===== src/rtl/pmg_pkg.sv =====
// Constants and types of the PHY management access block.
// Assumes a 250 MHz system clock and an AXI4-Lite register port.
package pmg_pkg;

  // ----------------------------------------
  // Register map
  // ----------------------------------------
  localparam int ADDR_W = 12;
  localparam logic [11:0] OFF_DATA = 12'h0A4; // Data register
  localparam logic [11:0] OFF_ACCESS = 12'h0A8; // Access register
  localparam logic [15:0] DATA_RST = 16'h0000; // Data field reset
  localparam logic [4:0] FIELD5_RST = 5'h00; // Address and index reset

  // ----------------------------------------
  // Access register fields
  // ----------------------------------------
  localparam int PHY_MSB = 15;
  localparam int PHY_LSB = 11;
  localparam int REG_MSB = 10;
  localparam int REG_LSB = 6;
  localparam int WSEL_BIT = 1;
  localparam int BUSY_BIT = 0;

  // ----------------------------------------
  // Bus answers
  // ----------------------------------------
  localparam logic [1:0] RESP_OKAY = 2'h0;
  localparam logic [1:0] RESP_SLVERR = 2'h2;

  // ----------------------------------------
  // Management clock timing
  // ----------------------------------------
  localparam int CLK_MHZ = 250;
  localparam int MDC_HALF_NS = 200; // Least half period of the clock
  localparam logic [6:0] MDC_HALF_CYC = 7'((MDC_HALF_NS * CLK_MHZ + 999) / 1000);

  // ----------------------------------------
  // Management frame layout
  // ----------------------------------------
  localparam logic [31:0] PREAMBLE = 32'hFFFFFFFF;
  localparam logic [1:0] FRM_START = 2'h1;
  localparam logic [1:0] OP_WRITE = 2'h1;
  localparam logic [1:0] OP_READ = 2'h2;
  localparam logic [1:0] TA_WRITE = 2'h2;
  localparam logic [1:0] TA_READ = 2'h3; // Not driven
  localparam logic [5:0] TA_IDX = 6'h2E; // First turnaround bit
  localparam logic [5:0] DATA_IDX = 6'h30; // First data bit
  localparam logic [5:0] LAST_IDX = 6'h3F; // Last bit of the frame

  // Access sequencer states
  typedef enum logic [0:0] {
    ST_IDLE = 1'b0,
    ST_BUSY = 1'b1
  } pmg_state_t;

endpackage


===== src/rtl/pmg_phy_mgmt.sv =====
// Indirect PHY register access unit behind an AXI4-Lite port.
// Assumes one synchronous clock and internal PHYs on the management line.
module pmg_phy_mgmt
  import pmg_pkg::*;
(
  input wire logic mclk,
  input wire logic reset_n,
  input wire logic awvalid,
  output logic awready,
  input wire logic [11:0] awaddr,
  input wire logic [2:0] awprot,
  input wire logic wvalid,
  output logic wready,
  input wire logic [31:0] wdata,
  input wire logic [3:0] wstrb,
  output logic bvalid,
  input wire logic bready,
  output logic [1:0] bresp,
  input wire logic arvalid,
  output logic arready,
  input wire logic [11:0] araddr,
  input wire logic [2:0] arprot,
  output logic rvalid,
  input wire logic rready,
  output logic [31:0] rdata,
  output logic [1:0] rresp,
  output logic mdc,
  input wire logic mdioIn,
  output logic mdioOut,
  output logic mdioOe
);

  // ----------------------------------------
  // Helpers
  // ----------------------------------------
  // Merges the two low byte lanes of a write into a 16-bit field
  function automatic logic [15:0] merge16(input logic [15:0] old, input logic [15:0] val,
                                          input logic [1:0] strb);
    merge16 = {strb[1] ? val[15:8] : old[15:8], strb[0] ? val[7:0] : old[7:0]};
  endfunction

  // True when the word address names a register of this block
  function automatic logic isMapped(input logic [11:0] addr);
    isMapped = (addr == OFF_DATA) || (addr == OFF_ACCESS);
  endfunction

  // ----------------------------------------
  // Declarations
  // ----------------------------------------
  logic awHeld; // Write address taken, not yet used
  logic [11:0] awAddr;
  logic wHeld; // Write data taken, not yet used
  logic [31:0] wData;
  logic [3:0] wStrb;
  logic [1:0] brespQ;
  logic [31:0] rdataQ;
  logic [1:0] rrespQ;
  logic [15:0] hostData; // Value software last wrote
  logic [15:0] phyData; // Value last returned by a PHY
  logic [4:0] phyAddr; // Target PHY number
  logic [4:0] regIdx; // PHY register index
  logic wrSel; // One for a write operation
  pmg_state_t state; // Idle or busy
  logic next_awHeld, next_wHeld, next_bvalid, next_rvalid, next_wrSel;
  logic [11:0] next_awAddr;
  logic [31:0] next_wData, next_rdata;
  logic [3:0] next_wStrb;
  logic [1:0] next_bresp, next_rresp;
  logic [15:0] next_hostData, next_phyData;
  logic [4:0] next_phyAddr, next_regIdx;
  pmg_state_t next_state;
  logic doWrite; // Address and data both present
  logic launch; // Access register written while idle
  logic [15:0] accView; // Access register low half
  logic [15:0] accNew; // Access register after byte merge
  logic tick; // Half-period enable of the management clock
  logic engBusy, engDone;
  logic [15:0] engRdData;

  // Handshake outputs straight from the holding flags
  assign awready = !awHeld;
  assign wready = !wHeld;
  assign arready = !rvalid;
  assign bresp = brespQ;
  assign rdata = rdataQ;
  assign rresp = rrespQ;

  // Busy shows the sequencer state in the access register
  assign accView = {phyAddr, regIdx, 4'h0, wrSel, state == ST_BUSY};
  assign accNew = merge16(accView, wData[15:0], wStrb[1:0]);
  assign doWrite = awHeld && wHeld && !bvalid;
  // A write during busy is dropped so a running frame is never cut short
  assign launch = doWrite && awAddr == OFF_ACCESS && state == ST_IDLE;

  // ----------------------------------------
  // Bus channels
  // ----------------------------------------
  // Address and data are held independently, so either may come first
  always_comb begin
    next_awHeld = awHeld;
    next_awAddr = awAddr;
    next_wHeld = wHeld;
    next_wData = wData;
    next_wStrb = wStrb;
    next_bvalid = bvalid;
    next_bresp = brespQ;
    next_rvalid = rvalid;
    next_rdata = rdataQ;
    next_rresp = rrespQ;
    // Write address capture
    if (awvalid && awready) begin
      next_awHeld = 1'b1;
      next_awAddr = {awaddr[11:2], 2'b00};
    end
    // Write data capture
    if (wvalid && wready) begin
      next_wHeld = 1'b1;
      next_wData = wdata;
      next_wStrb = wstrb;
    end
    // Write response once both halves are in
    if (doWrite) begin
      next_awHeld = 1'b0;
      next_wHeld = 1'b0;
      next_bvalid = 1'b1;
      next_bresp = isMapped(awAddr) ? RESP_OKAY : RESP_SLVERR;
    end else if (bvalid && bready) begin
      next_bvalid = 1'b0;
    end
    // Read answer one cycle after the address
    if (arvalid && arready) begin
      next_rvalid = 1'b1;
      next_rresp = RESP_OKAY;
      case ({araddr[11:2], 2'b00})
        OFF_DATA: begin
          next_rdata = {16'h0000, wrSel ? hostData : phyData};
        end
        OFF_ACCESS: begin
          next_rdata = {16'h0000, accView};
        end
        default: begin
          next_rdata = 32'h00000000;
          next_rresp = RESP_SLVERR;
        end
      endcase
    end else if (rvalid && rready) begin
      next_rvalid = 1'b0;
    end
  end

  always_ff @(posedge mclk) begin
    if (!reset_n) begin
      awHeld <= 1'b0;
      awAddr <= 12'h000;
      wHeld <= 1'b0;
      wData <= 32'h00000000;
      wStrb <= 4'h0;
      bvalid <= 1'b0;
      brespQ <= RESP_OKAY;
      rvalid <= 1'b0;
      rdataQ <= 32'h00000000;
      rrespQ <= RESP_OKAY;
    end else begin
      awHeld <= next_awHeld;
      awAddr <= next_awAddr;
      wHeld <= next_wHeld;
      wData <= next_wData;
      wStrb <= next_wStrb;
      bvalid <= next_bvalid;
      brespQ <= next_bresp;
      rvalid <= next_rvalid;
      rdataQ <= next_rdata;
      rrespQ <= next_rresp;
    end
  end

  // ----------------------------------------
  // Registers and access sequencer
  // ----------------------------------------
  // The host copy and the PHY copy are kept apart so a read never
  // destroys what software wrote, and the readback picks between them
  always_comb begin
    next_hostData = hostData;
    next_phyData = phyData;
    next_phyAddr = phyAddr;
    next_regIdx = regIdx;
    next_wrSel = wrSel;
    next_state = state;
    // Data field writes; software keeps it stable while busy
    if (doWrite && awAddr == OFF_DATA) begin
      next_hostData = merge16(hostData, wData[15:0], wStrb[1:0]);
    end
    case (state)
      ST_IDLE: begin
        if (launch) begin
          next_phyAddr = accNew[PHY_MSB:PHY_LSB];
          next_regIdx = accNew[REG_MSB:REG_LSB];
          next_wrSel = accNew[WSEL_BIT];
          next_state = ST_BUSY;
        end
      end
      ST_BUSY: begin
        if (engDone) begin
          next_state = ST_IDLE;
          if (!wrSel) begin
            next_phyData = engRdData;
          end
        end
      end
      default: begin
        next_state = ST_IDLE;
      end
    endcase
  end

  always_ff @(posedge mclk) begin
    if (!reset_n) begin
      hostData <= DATA_RST;
      phyData <= DATA_RST;
      phyAddr <= FIELD5_RST;
      regIdx <= FIELD5_RST;
      wrSel <= 1'b0;
      state <= ST_IDLE;
    end else begin
      hostData <= next_hostData;
      phyData <= next_phyData;
      phyAddr <= next_phyAddr;
      regIdx <= next_regIdx;
      wrSel <= next_wrSel;
      state <= next_state;
    end
  end

  // ----------------------------------------
  // Management line
  // ----------------------------------------
  // Only the real PHYs hang on this line; no virtual PHY decode here
  pmg_mdc_div u_div (
    .mclk(mclk),
    .reset_n(reset_n),
    .run(engBusy),
    .tick(tick)
  );

  // Host data is taken at launch, which is why it must be loaded first
  pmg_mdio_engine u_eng (
    .mclk(mclk),
    .reset_n(reset_n),
    .start(launch),
    .opWrite(accNew[WSEL_BIT]),
    .phyAddr(accNew[PHY_MSB:PHY_LSB]),
    .regIdx(accNew[REG_MSB:REG_LSB]),
    .wrData(hostData),
    .tick(tick),
    .busy(engBusy),
    .done(engDone),
    .rdData(engRdData),
    .mdc(mdc),
    .mdioIn(mdioIn),
    .mdioOut(mdioOut),
    .mdioOe(mdioOe)
  );
endmodule


===== src/rtl/pmg_mdc_div.sv =====
// Divider giving the half-period enable of the management clock.
// Assumes run stays high for a whole frame.
module pmg_mdc_div
  import pmg_pkg::*;
(
  input wire logic mclk,
  input wire logic reset_n,
  input wire logic run,
  output logic tick
);

  logic [6:0] cnt; // Cycles within one half period
  logic [6:0] next_cnt;

  // ----------------------------------------
  // Counter
  // ----------------------------------------
  // Restarts at zero so every frame starts with a full half period
  always_comb begin
    tick = run && (cnt == MDC_HALF_CYC - 7'h01);
    if (!run || tick) begin
      next_cnt = 7'h00;
    end else begin
      next_cnt = cnt + 7'h01;
    end
  end

  always_ff @(posedge mclk) begin
    if (!reset_n) begin
      cnt <= 7'h00;
    end else begin
      cnt <= next_cnt;
    end
  end

endmodule


===== src/rtl/pmg_mdio_engine.sv =====
// Shifts one clause 22 management frame out and in.
// Assumes tick comes from pmg_mdc_div and mdioIn is synchronous.
module pmg_mdio_engine
  import pmg_pkg::*;
(
  input wire logic mclk,
  input wire logic reset_n,
  input wire logic start,
  input wire logic opWrite,
  input wire logic [4:0] phyAddr,
  input wire logic [4:0] regIdx,
  input wire logic [15:0] wrData,
  input wire logic tick,
  output logic busy,
  output logic done,
  output logic [15:0] rdData,
  output logic mdc,
  input wire logic mdioIn,
  output logic mdioOut,
  output logic mdioOe
);

  logic [63:0] frame; // Bits still to send, MSB first
  logic [5:0] bitCnt; // Current bit slot
  logic isWrite; // Direction of the frame
  logic [63:0] next_frame;
  logic [5:0] next_bitCnt;
  logic next_isWrite, next_busy, next_done, next_mdc, next_oe;
  logic [15:0] next_rdData;

  assign mdioOut = frame[63];

  // ----------------------------------------
  // Frame sequencer
  // ----------------------------------------
  // Data moves on the falling edge and is sampled on the rising one
  always_comb begin
    next_frame = frame;
    next_bitCnt = bitCnt;
    next_isWrite = isWrite;
    next_busy = busy;
    next_done = 1'b0;
    next_mdc = mdc;
    next_rdData = rdData;
    if (start && !busy) begin
      next_frame = {PREAMBLE, FRM_START, opWrite ? OP_WRITE : OP_READ, phyAddr, regIdx,
                    opWrite ? TA_WRITE : TA_READ, wrData};
      next_bitCnt = 6'h00;
      next_isWrite = opWrite;
      next_busy = 1'b1;
      next_mdc = 1'b0;
    end else if (busy && tick) begin
      if (!mdc) begin
        next_mdc = 1'b1;
        // Capture the returned data bits
        if (!isWrite && bitCnt >= DATA_IDX) begin
          next_rdData = {rdData[14:0], mdioIn};
        end
      end else begin
        next_mdc = 1'b0;
        if (bitCnt == LAST_IDX) begin
          next_busy = 1'b0;
          next_done = 1'b1;
        end else begin
          next_bitCnt = bitCnt + 6'h01;
          next_frame = {frame[62:0], 1'b0};
        end
      end
    end
    // The PHY owns the line from turnaround on in a read
    next_oe = next_busy && (next_isWrite || next_bitCnt < TA_IDX);
  end

  always_ff @(posedge mclk) begin
    if (!reset_n) begin
      frame <= 64'h0000000000000000;
      bitCnt <= 6'h00;
      isWrite <= 1'b0;
      busy <= 1'b0;
      done <= 1'b0;
      mdc <= 1'b0;
      mdioOe <= 1'b0;
      rdData <= 16'h0000;
    end else begin
      frame <= next_frame;
      bitCnt <= next_bitCnt;
      isWrite <= next_isWrite;
      busy <= next_busy;
      done <= next_done;
      mdc <= next_mdc;
      mdioOe <= next_oe;
      rdData <= next_rdData;
    end
  end
endmodule


===== config.mk =====
export PLATFORM = sky130hd
export DESIGN_NAME = pmg_phy_mgmt
export DESIGN_NICKNAME = d
export VERILOG_FILES = /design/src/rtl/pmg_pkg.sv /design/src/rtl/pmg_phy_mgmt.sv /design/src/rtl/pmg_mdc_div.sv /design/src/rtl/pmg_mdio_engine.sv
export SDC_FILE = /design/constraint.sdc
export NUM_CORES = 1
export LEC_CHECK = 0
export BUFFER_PORTS_ARGS = -buffer_cell sky130_fd_sc_hd__clkbuf_2
export CORE_AREA = 8 8 139 141
export CTS_BUF_LIST = sky130_fd_sc_hd__clkbuf_2 sky130_fd_sc_hd__clkbuf_4 sky130_fd_sc_hd__clkbuf_8
export DETAILED_ROUTE_END_ITERATION = 16
export DIE_AREA = 0 0 147 149
export PLACE_DENSITY_LB_ADDON = 0.05
export SLEW_MARGIN = 5
export SYNTH_ARGS = -nofsm -noshare
export SYNTH_HDL_FRONTEND = slang
export SYNTH_SLANG_ARGS = --single-unit

===== constraint.sdc =====
create_clock -name mclk -period 2.5 [get_ports mclk]
set_clock_uncertainty 0.15 [all_clocks]
set_input_delay 0.25 -clock mclk [delete_from_list [all_inputs] [get_ports mclk]]
set_output_delay 0.25 -clock mclk [all_outputs]
set_load 0.05 [all_outputs]

Word level (Yosys, flattened, before mapping)
Cells that the tools add are included.

word-level totals
  bits in read-only memories = 0
  latch bits = 0
  bits in writable memories = 0
  register bits after elaboration = 210
  output and inout bits = 44
  memories = 0

cells by class
  add/sub/neg operators = 2
  muxes and demuxes = 30
  reduce and logical (&&, ||, !) cells = 40
  order comparisons = 2
  eq/ne operators = 7
  bitwise logic cells = 7
  divide/modulo/power cells = 0
  shift operators = 0
  $mul = 0

operators with widths
  kind                                                   count
  two-way mux 64 bit                                     4
  equality test 10 x 6 -> 1 bit (second input constant)  4
  case mux 16 bit (2 select lines)                       1
  two-way mux 6 bit                                      4
  two-way mux 16 bit                                     1
  two-way mux 8 bit                                      2
  logical AND 1 bit                                      15
  two-way mux 1 bit                                      14
  AND reduction 3 bit                                    3
  nonzero test 2 bit                                     4
  OR reduction 2 bit                                     4
  adder 7 x 1 -> 7 bit (second input constant)           1
  equality test 7 x 6 -> 1 bit (second input constant)   1
  NOT 1 bit                                              7
  adder 6 x 1 -> 6 bit (second input constant)           1
  equality test 6 bit (second input constant)            1
  >= comparator 6 bit (second input constant)            1
  logical NOT 1 bit                                      6
  < comparator 6 bit (second input constant)             1
  two-way mux 2 bit                                      3
  AND reduction 2 bit                                    3
  AND reduction 4 bit                                    1
  OR reduction 4 bit                                     1
  logical OR 1 bit                                       3
  2 further kinds                                        2

Logic depth before layout (Yosys ltp)
Gate-level depths: netlist (run 1).

  word-level depth = 9
  depth in mapped cells = 10

Modules after synthesis
From an unflattened synthesis (run 1), not the netlist that was laid out.

second synthesis, totals
  cell total of the unflattened synthesis = 919
  area, all modules = 8305.5 um2

modules (own cells, without submodules)
  module           cells each  instances  seq. area each (um2)  area an instance (um2)
  pmg_phy_mgmt     453         1          1881.8                4161.5
  pmg_mdio_engine  434         1          1821.7                3836.2
  pmg_mdc_div      32          1          140.1                 307.8

Worst setup path after synthesis (run 1)
OpenSTA, ideal clock, no wires.

  kind = register -> register
  start point = register bvalid
  end point = register u_eng.bitCnt[5]
  period minus slack after synthesis = 2214 ps
  cell stages (with the launch flop) = 8
  data arrival time = 1937 ps
  path slack = 286 ps
  path through = dfxtp_1 -> nand3b_1 -> nor4_4 -> nand2_1 -> buf_2 -> buf_6 -> a32oi_1 -> nor2_1

between the ends
  cells in the longest elaborated chain, start to end = 6

ends and longest elaborated chain
  what                            RTL line               text
  from (decl)                     pmg_phy_mgmt.sv:16     output logic bvalid,
  from (signal assigned)          pmg_phy_mgmt.sv:169    bvalid <= next_bvalid;
  logical NOT 1 bit               pmg_phy_mgmt.sv:91     assign doWrite = awHeld && wHeld && !bvalid;
  logical AND 1 bit               pmg_phy_mgmt.sv:91
  logical AND 1 bit (2 in a row)  pmg_phy_mgmt.sv:93     assign launch = doWrite && awAddr == OFF_ACCESS && state == ST_IDLE;
  logical AND 1 bit               pmg_mdio_engine.sv:45  if (start && !busy) begin
  two-way mux 6 bit               pmg_mdio_engine.sv:45
  to (signal assigned)            pmg_mdio_engine.sv:86  bitCnt <= next_bitCnt;
  to (decl)                       pmg_mdio_engine.sv:24  logic [5:0] bitCnt;

No other way between the ends.
A chain may end at the register's enable or synchronous reset.

Worst setup path in the final report (run 1)
  start point = register u_div.cnt[0]
  end point = register u_eng.mdioOe

between the ends
  cells in the longest elaborated chain, start to end = 8
  elaborated cells between the ends (all ways) = 10
  classes of those cells = 1 x order compare; 1 x eq/ne; 4 x mux; 4 x reduce/logical

ends and longest elaborated chain
  what                              RTL line               text
  from (decl)                       pmg_mdc_div.sv:12      logic [6:0] cnt;
  from (signal assigned)            pmg_mdc_div.sv:32      cnt <= next_cnt;
  equality test 7 x 6 -> 1 bit (*)  pmg_mdc_div.sv:20      tick = run && (cnt == MDC_HALF_CYC - 7'h01);
  logical AND 1 bit (*)             pmg_mdc_div.sv:20
  logical AND 1 bit (*)             pmg_mdio_engine.sv:52  end else if (busy && tick) begin
  two-way mux 6 bit                 pmg_mdio_engine.sv:52
  two-way mux 6 bit                 pmg_mdio_engine.sv:45
  < comparator 6 bit                pmg_mdio_engine.sv:71  next_oe = next_busy && (next_isWrite || next_bitCnt < TA_IDX);
  logical OR 1 bit                  pmg_mdio_engine.sv:71
  logical AND 1 bit (*)             pmg_mdio_engine.sv:71
  to (signal assigned)              pmg_mdio_engine.sv:91  mdioOe <= next_oe;
  to (decl)                         pmg_mdio_engine.sv:20  output logic mdioOe

Every way passes the cells marked *; elsewhere a longest branch is shown, timed or not.

==> flow_metrics.tcl, run 1 <==
set metrics [dict create \
    dr.first_iter.drc_count 334 \
    synth-edff-count 0 \
    drv_slew 0 \
    die_w_um 147 \
    synth_ff_type "dfxtp_1" \
    final_nets 1019 \
    drc_errors 0 \
    syn_area_mm2 0.00758 \
    grt_pass1_wl_um 30300 \
    layoutNonFillerInstCount 1180 \
    drtPass1Iterations 5 \
    finalHoldViolations 0 \
    dr_total_vias 6162 \
    min_from "reset_n" \
    layout_common_cells "192 x dfxtp_1, 151 x nand2_1, 122 x nor2_1" \
    crit_type "reg -> reg" \
    globalplace.congestion 0.844 \
    placed_cells 1114 \
    async_reset_ff_share_pct 0 \
    yosysSeqAreaShare_pct 50.7 \
    r2r_setup_slack_ns 0.19 \
    antenna_found_initial 0 \
    start_util_pct 44.5 \
    grt_start_max_net_pins 76 \
    crit_fanout 7 \
    worstPathRequired_ns 2.71 \
    min_to "u_eng.rdData[0]$_SDFFE_PN0P_" \
    die_area_mm2 0.0219 \
    wirelength_um 18400 \
    holdPathStages 3 \
    drv_cap 0 \
    drive_gt1_share_pct 16.3 \
    period_share_pct 92.3 \
    slew_headroom_pct 29.3 \
    die_height_um 149 \
    max_freq_mhz 433 \
    synthCells 856 \
    max_stage_delay_ns 0.57 \
    r2r_cells 6 \
    place_area_mm2 0.00812 \
    powerDensity_mw_per_mm2 636 \
    antenna_left 0 \
    worst_pin_slew_ns 1.06 \
    dp_hpwl_um 12500 \
    hold_path_class "in -> reg" \
    post_cts_buffers 0 \
    clock_sinks 192 \
    total_leakage_power_nw 3.54 \
    arrival_ns 2.52 \
    clockRootBuffer "clkbuf_8" \
    rsz0062_at_grt "false" \
    n_antenna_cell 0 \
    path_clk_slew_ns 0.09 \
    area_growth_pct 17.1 \
    fin_util_pct 52.1 \
    port-buffer-count 71 \
    core_mm2 0.0171 \
    r2r-end "u_eng.mdioOe$_SDFF_PN0_" \
    num_rows 48 \
    r2r-start "u_div.cnt[0]$_SDFF_PP0_" \
    grt_pass1_vias 6109 \
    grt_remaining_overflow 0 \
    status "complete, no violations" \
    synth_seq_cells 192 \
    fin_crit_ns 2.31 \
    ios 118 \
    clk_latency_ns 0.47 \
    final_common_cell "dfxtp_1" \
    stdcell_area_mm2 0.00888 \
    cp_cell_sequence "ha_1 -> or4b_4 -> or4_1 -> mux2i_1 -> nor3_1 -> a21boi_1" \
    clockBufferDepth 2 \
    syn_avg_cell_area_um2 8.86 \
    end_kind "flip-flop" \
    vias_per_cell 5.22 \
    cts_max_level 4 \
    setup_viol 0 \
    finalSetupTns_ns 0 \
    numCtsBuffers 17 \
    fillers 1603 \
    synth_cell_type_count 57 \
    cp_slowest_cell "or4_1" \
    yosysWarnings 0 \
    grt_usage_pct 16.9 \
    cp-start-kind "flip-flop" \
    cts_tree "built" \
    wl_per_cell_um 15.6 \
    ir_drop_uv 362 \
]
## power by group
part / switching [W] / leakage, nW / total (W) / internal (W)
Sequential: 0.0000354 / 1.55 / 0.00314 / 0.00310
Combinational: 0.000311 / 1.79 / 0.000455 / 0.000144
Clock: 0.00110 / 0.203 / 0.00205 / 0.000958
Total: 0.00144 / 3.54 / 0.00565 / 0.00421
## per-stage QoR
step	setup slack, ns	power, W	hold WS (ns)
2_1_floorplan	0.286	0.00352	0.200
3_3_place_gp	0.165	0.00361	0.289
3_5_place_dp	0.113	0.00362	0.295
4_1_cts	0.110	0.00571	0.173
5_1_grt	0.0571	0.00589	0.215
6_report	0.192	0.00565	0.199
## timing repair
action / in CTS / in global routing
setup endpoints to repair: 0 / 43
gates resized for setup: 0 / 4
hold buffers: 34 / 0
endpoints found under the hold margin: 33 / 0
## cell type report
| class | count | area [um^2] | share of cell area (%) |
|---|---|---|---|
| Clock buffer | 20 | 269 | 3.03 |
| Clock inverter | 12 | 134 | 1.51 |
| Inverter | 10 | 40.0 | 0.451 |
| Multi-Input combinational cell | 596 | 3410 | 38.4 |
| Sequential cell | 192 | 3840 | 43.3 |
| Tap cell | 225 | 282 | 3.17 |
| Timing Repair Buffer | 125 | 908 | 10.2 |
## flip-flops by register name, indices dropped and copies added, names as in the netlist, 2 cells and up
signal and flops:
u_eng.frame 64, hostData 16, phyData 16, rdata 16
u_eng.rdData 16, wData 16, awAddr 10, u_div.cnt 7
u_eng.bitCnt 6, phyAddr 5, regIdx 5, wStrb 2
## kinds of logic after synthesis
family | share of synthesized area [%]
compound gates | 14.6
xor+xnor | 0.924
fa+ha+maj | 0.495
buf+inv | 5.61
flops | 50.7
mux | 8.58
other cells | 0.0494
simple gates | 19.1
## Yosys cell counts (11+ instances only)
| cell | instances | share of area (%) |
|---|---|---|
| dfxtp_1 | 192 | 51 |
| nand2_1 | 151 | 7.5 |
| nor2_1 | 122 | 6.0 |
| a21oi_1 | 70 | 4.6 |
| mux2i_1 | 47 | 6.2 |
| clkbuf_1 | 43 | 2.1 |
| o22ai_1 | 34 | 2.8 |
| buf_4 | 22 | 2.2 |
| mux2_2 | 16 | 2.4 |
| nor3_1 | 15 | 0.99 |
| a221oi_1 | 12 | 1.4 |
| o221ai_1 | 12 | 1.4 |
| a211oi_1 | 11 | 1.1 |
| nand3_1 | 11 | 0.73 |
## worst max-delay path, delay by kind of cell, from the launching register on
family | cells | cell delay (ns)
compound gates | 1 | 0.08
fa+ha+maj | 1 | 0.18
flops | 1 | 0.39
mux | 1 | 0.15
simple gates | 3 | 1.25
## worst max-delay path by stage
stage / from / to / slack, ns / cells after the start
4_1_cts: awAddr[7]$_SDFFE_PN0P_ / hostData[11]$_SDFFE_PN0P_ / 0.11 / 5
2_1_floorplan: bvalid$_SDFFE_PN0P_ / u_eng.bitCnt[5]$_SDFF_PN0_ / 0.29 / 7
3_3_place_gp: u_div.cnt[0]$_SDFF_PP0_ / u_eng.frame[1]$_SDFFE_PN0P_ / 0.17 / 7
5_1_grt: u_div.cnt[0]$_SDFF_PP0_ / u_eng.mdioOe$_SDFF_PN0_ / 0.06 / 6
6_report: u_div.cnt[0]$_SDFF_PP0_ / u_eng.mdioOe$_SDFF_PN0_ / 0.19 / 6
3_5_place_dp: u_div.cnt[0]$_SDFF_PP0_ / u_eng.frame[1]$_SDFFE_PN0P_ / 0.11 / 7
## per-layer routing
metal / global-route usage, % / up-vias / part of all wire [%]
met1: 20.7 / 2931 / 46
li1: - / 3097 / -
met5: 0 / - / 0
met3: 3.22 / 32 / 2.9
met4: 6.73 / 0 / 2.2
met2: 28.9 / 102 / 49
Power figures use the tool's default switching activity.
==> run 2, diff against run 1 <==
--- a/config.mk
+++ b/config.mk
@@ -11,6 +11,7 @@
 export DETAILED_ROUTE_END_ITERATION = 16
 export DIE_AREA = 0 0 147 149
 export PLACE_DENSITY_LB_ADDON = 0.05
+export SETUP_SLACK_MARGIN = 0.3
 export SLEW_MARGIN = 5
 export SYNTH_ARGS = -nofsm -noshare
 export SYNTH_HDL_FRONTEND = slang
==> constraint.sdc (replaced) <==
create_clock -name mclk -period 2.15 [get_ports mclk]
set_clock_uncertainty 0.15 [all_clocks]
set_input_delay 0.215 -clock mclk [delete_from_list [all_inputs] [get_ports mclk]]
set_output_delay 0.215 -clock mclk [all_outputs]
set_load 0.05 [all_outputs]
==> run 2 against run 1 <==
Via count rose by 5.5%. Combinational power grew 22%. Worst hold slack lost 0.11 ns. Cell count grew 4.2%. Highest routed layer unchanged. Critical path depth grew 3. Sequential power rose by 16%. Routed wire length grew 9.7%. Die area unchanged. Count of clock-buffer cells in the layout fell by 1. Largest cell class is now multi-input combinational cells.
==> flow_metrics.tcl, run 2 (synthesis results as in run 1) <==
set metrics [dict create \
    status "complete, no violations" \
    wl_per_cell_um 16.5 \
    port-buffer-count 71 \
    antenna_found_initial 0 \
    drtPass1Iterations 4 \
    cp_cell_sequence "inv_2 -> ha_4 -> or4b_4 -> buf_8 -> buf_4 -> nor2_4 -> nand3_4 -> buf_12 -> mux2i_1" \
    die_height_um 149 \
    finalHoldViolations 0 \
    area_growth_pct 33.4 \
    largest_reg_flops 64 \
    cp-start-kind "flip-flop" \
    min_to "hostData[0]$_SDFFE_PN0P_" \
    die_w_um 147 \
    grt_usage_pct 18.3 \
    dp_hpwl_um 12700 \
    die_area_mm2 0.0219 \
    grt_remaining_overflow 0 \
    dr.first_iter.drc_count 358 \
    hold_path_class "in -> reg" \
    grt_pass1_wl_um 32900 \
    antenna_left 0 \
    setup_viol 0 \
    cp_slowest_cell "or4b_4" \
    placed_cells 1140 \
    final_nets 1068 \
    r2r_cells 9 \
    grt_pass1_vias 6491 \
    ios 118 \
    max_freq_mhz 468 \
    fin_crit_ns 2.14 \
    clockBufferDepth 2 \
    period_share_pct 99.4 \
    top_register "u_eng.frame" \
    max_stage_delay_ns 0.46 \
    total_leakage_power_nw 4.04 \
    powerDensity_mw_per_mm2 656 \
    cts_max_level 4 \
    clk_latency_ns 0.46 \
    n_antenna_cell 0 \
    numCtsBuffers 17 \
    rsz0062_at_grt "true" \
    vias_per_cell 5.29 \
    drv_cap 0 \
    r2r-end "u_eng.rdData[10]$_SDFFE_PN0P_" \
    clock_sinks 192 \
    r2r-start "u_div.cnt[1]$_SDFF_PP0_" \
    wirelength_um 20200 \
    drive_gt1_share_pct 30.3 \
    layoutNonFillerInstCount 1229 \
    grt_start_max_net_pins 45 \
    cts_tree "built" \
    layout_common_cells "183 x dfxtp_1, 146 x nand2_1, 104 x nor2_1" \
    arrival_ns 2.33 \
    core_mm2 0.0171 \
    worstPathRequired_ns 2.34 \
    crit_cells 9 \
    crit_type "reg -> reg" \
    min_from "reset_n" \
    r2r_setup_slack_ns 0.01 \
    num_rows 48 \
    globalplace.congestion 0.788 \
    slew_headroom_pct 52.0 \
    clockRootBuffer "clkbuf_8" \
    ir_drop_uv 354 \
    dr_total_vias 6503 \
    critPathBufInv 4 \
    holdPathStages 3 \
    final_common_cell "dfxtp_1" \
    drv_slew 0 \
    start_util_pct 44.5 \
    worst_pin_slew_ns 0.718 \
    hold_slack_ns 0.0930 \
    fillers 1481 \
    end_kind "flip-flop" \
    crit_fanout 8 \
    cp_top_family "simple AND/OR/NAND/NOR gates" \
    drc_errors 0 \
    path_clk_slew_ns 0.10 \
]
run 2: changes by cell type in the layout (fill, tap and decap cells not counted), sizes merged:
cell / before / now
clkbuf: 91 / 92
a21oi: 70 / 71
inv: 12 / 16
clkinvlp: 2 / 1
and2: 2 / 5
buf: 20 / 63
clkinv: 6 / 4
run 2: what timing repair did:
item | CTS | global route
hold buffers | 34 | 0
hold endpoints to repair | 33 | 0
pin swaps | 44 | 17
resized for setup | 88 | 55
buffers inserted | 10 | 1
cloned | 9 | 3
setup endpoints to repair | 140 | 120
run 2: where the power goes:
group | total, W | internal [W] | switching [W]
Clock | 0.00244 | 0.00110 | 0.00133
Combinational | 0.000555 | 0.000184 | 0.000372
Sequential | 0.00365 | 0.00361 | 0.0000412
Total | 0.00664 | 0.00490 | 0.00174
run 2: cell type report:
class	count	area [um^2]	area share (%)
clock buffers	19	255	2.52
clock inverters	13	150	1.48
inverters	10	40.0	0.396
multi-input cells	600	4030	39.8
flip-flops and latches	192	3850	38.1
well taps	225	282	2.78
repair buffers	170	1510	14.9
run 2: worst min-delay path, delay by kind of cell:
family                 cells  cell delay (ns)
buffers and inverters      2             0.30
AND/OR/NAND/NOR            1             0.14
run 2: per-stage QoR:
stage | setup slack (ns) | area, um^2 | power (W) | setup TNS (ns) | utilization [%]
2_1_floorplan | -0.0141 | 7750 | 0.00410 | -0.0277 | -
3_3_place_gp | -0.0351 | 8390 | 0.00421 | -0.125 | 49.2
3_5_place_dp | -0.131 | 8390 | 0.00422 | -1.43 | 49.2
4_1_cts | 0.0336 | 9770 | 0.00670 | 0 | 57.3
5_1_grt | -0.0600 | 10100 | 0.00692 | -1.54 | 59.3
6_report | 0.0119 | 10100 | 0.00664 | 0 | 59.3
run 2: per-layer routing:
metal	wire [um]	vias to the layer above	track usage, %
li1	-	3208	-
met1	9180	3143	23.5
met2	10100	132	30.5
met3	724	20	3.46
met4	262	0	5.97
met5	0	-	0
run 2: worst max path at each step:
stage	start	endpoint	slack, ns
3_3_place_gp	u_div.cnt[1]$_SDFF_PP0_	u_eng.mdioOe$_SDFF_PN0_	-0.04
2_1_floorplan	awAddr[11]$_SDFFE_PN0P_	u_eng.bitCnt[5]$_SDFF_PN0_	-0.01
6_report	u_div.cnt[1]$_SDFF_PP0_	u_eng.rdData[10]$_SDFFE_PN0P_	0.01
4_1_cts	u_div.cnt[1]$_SDFF_PP0_	u_eng.mdioOe$_SDFF_PN0_	0.03
5_1_grt	u_div.cnt[1]$_SDFF_PP0_	u_eng.mdioOe$_SDFF_PN0_	-0.06
3_5_place_dp	u_div.cnt[1]$_SDFF_PP0_	u_eng.mdioOe$_SDFF_PN0_	-0.13
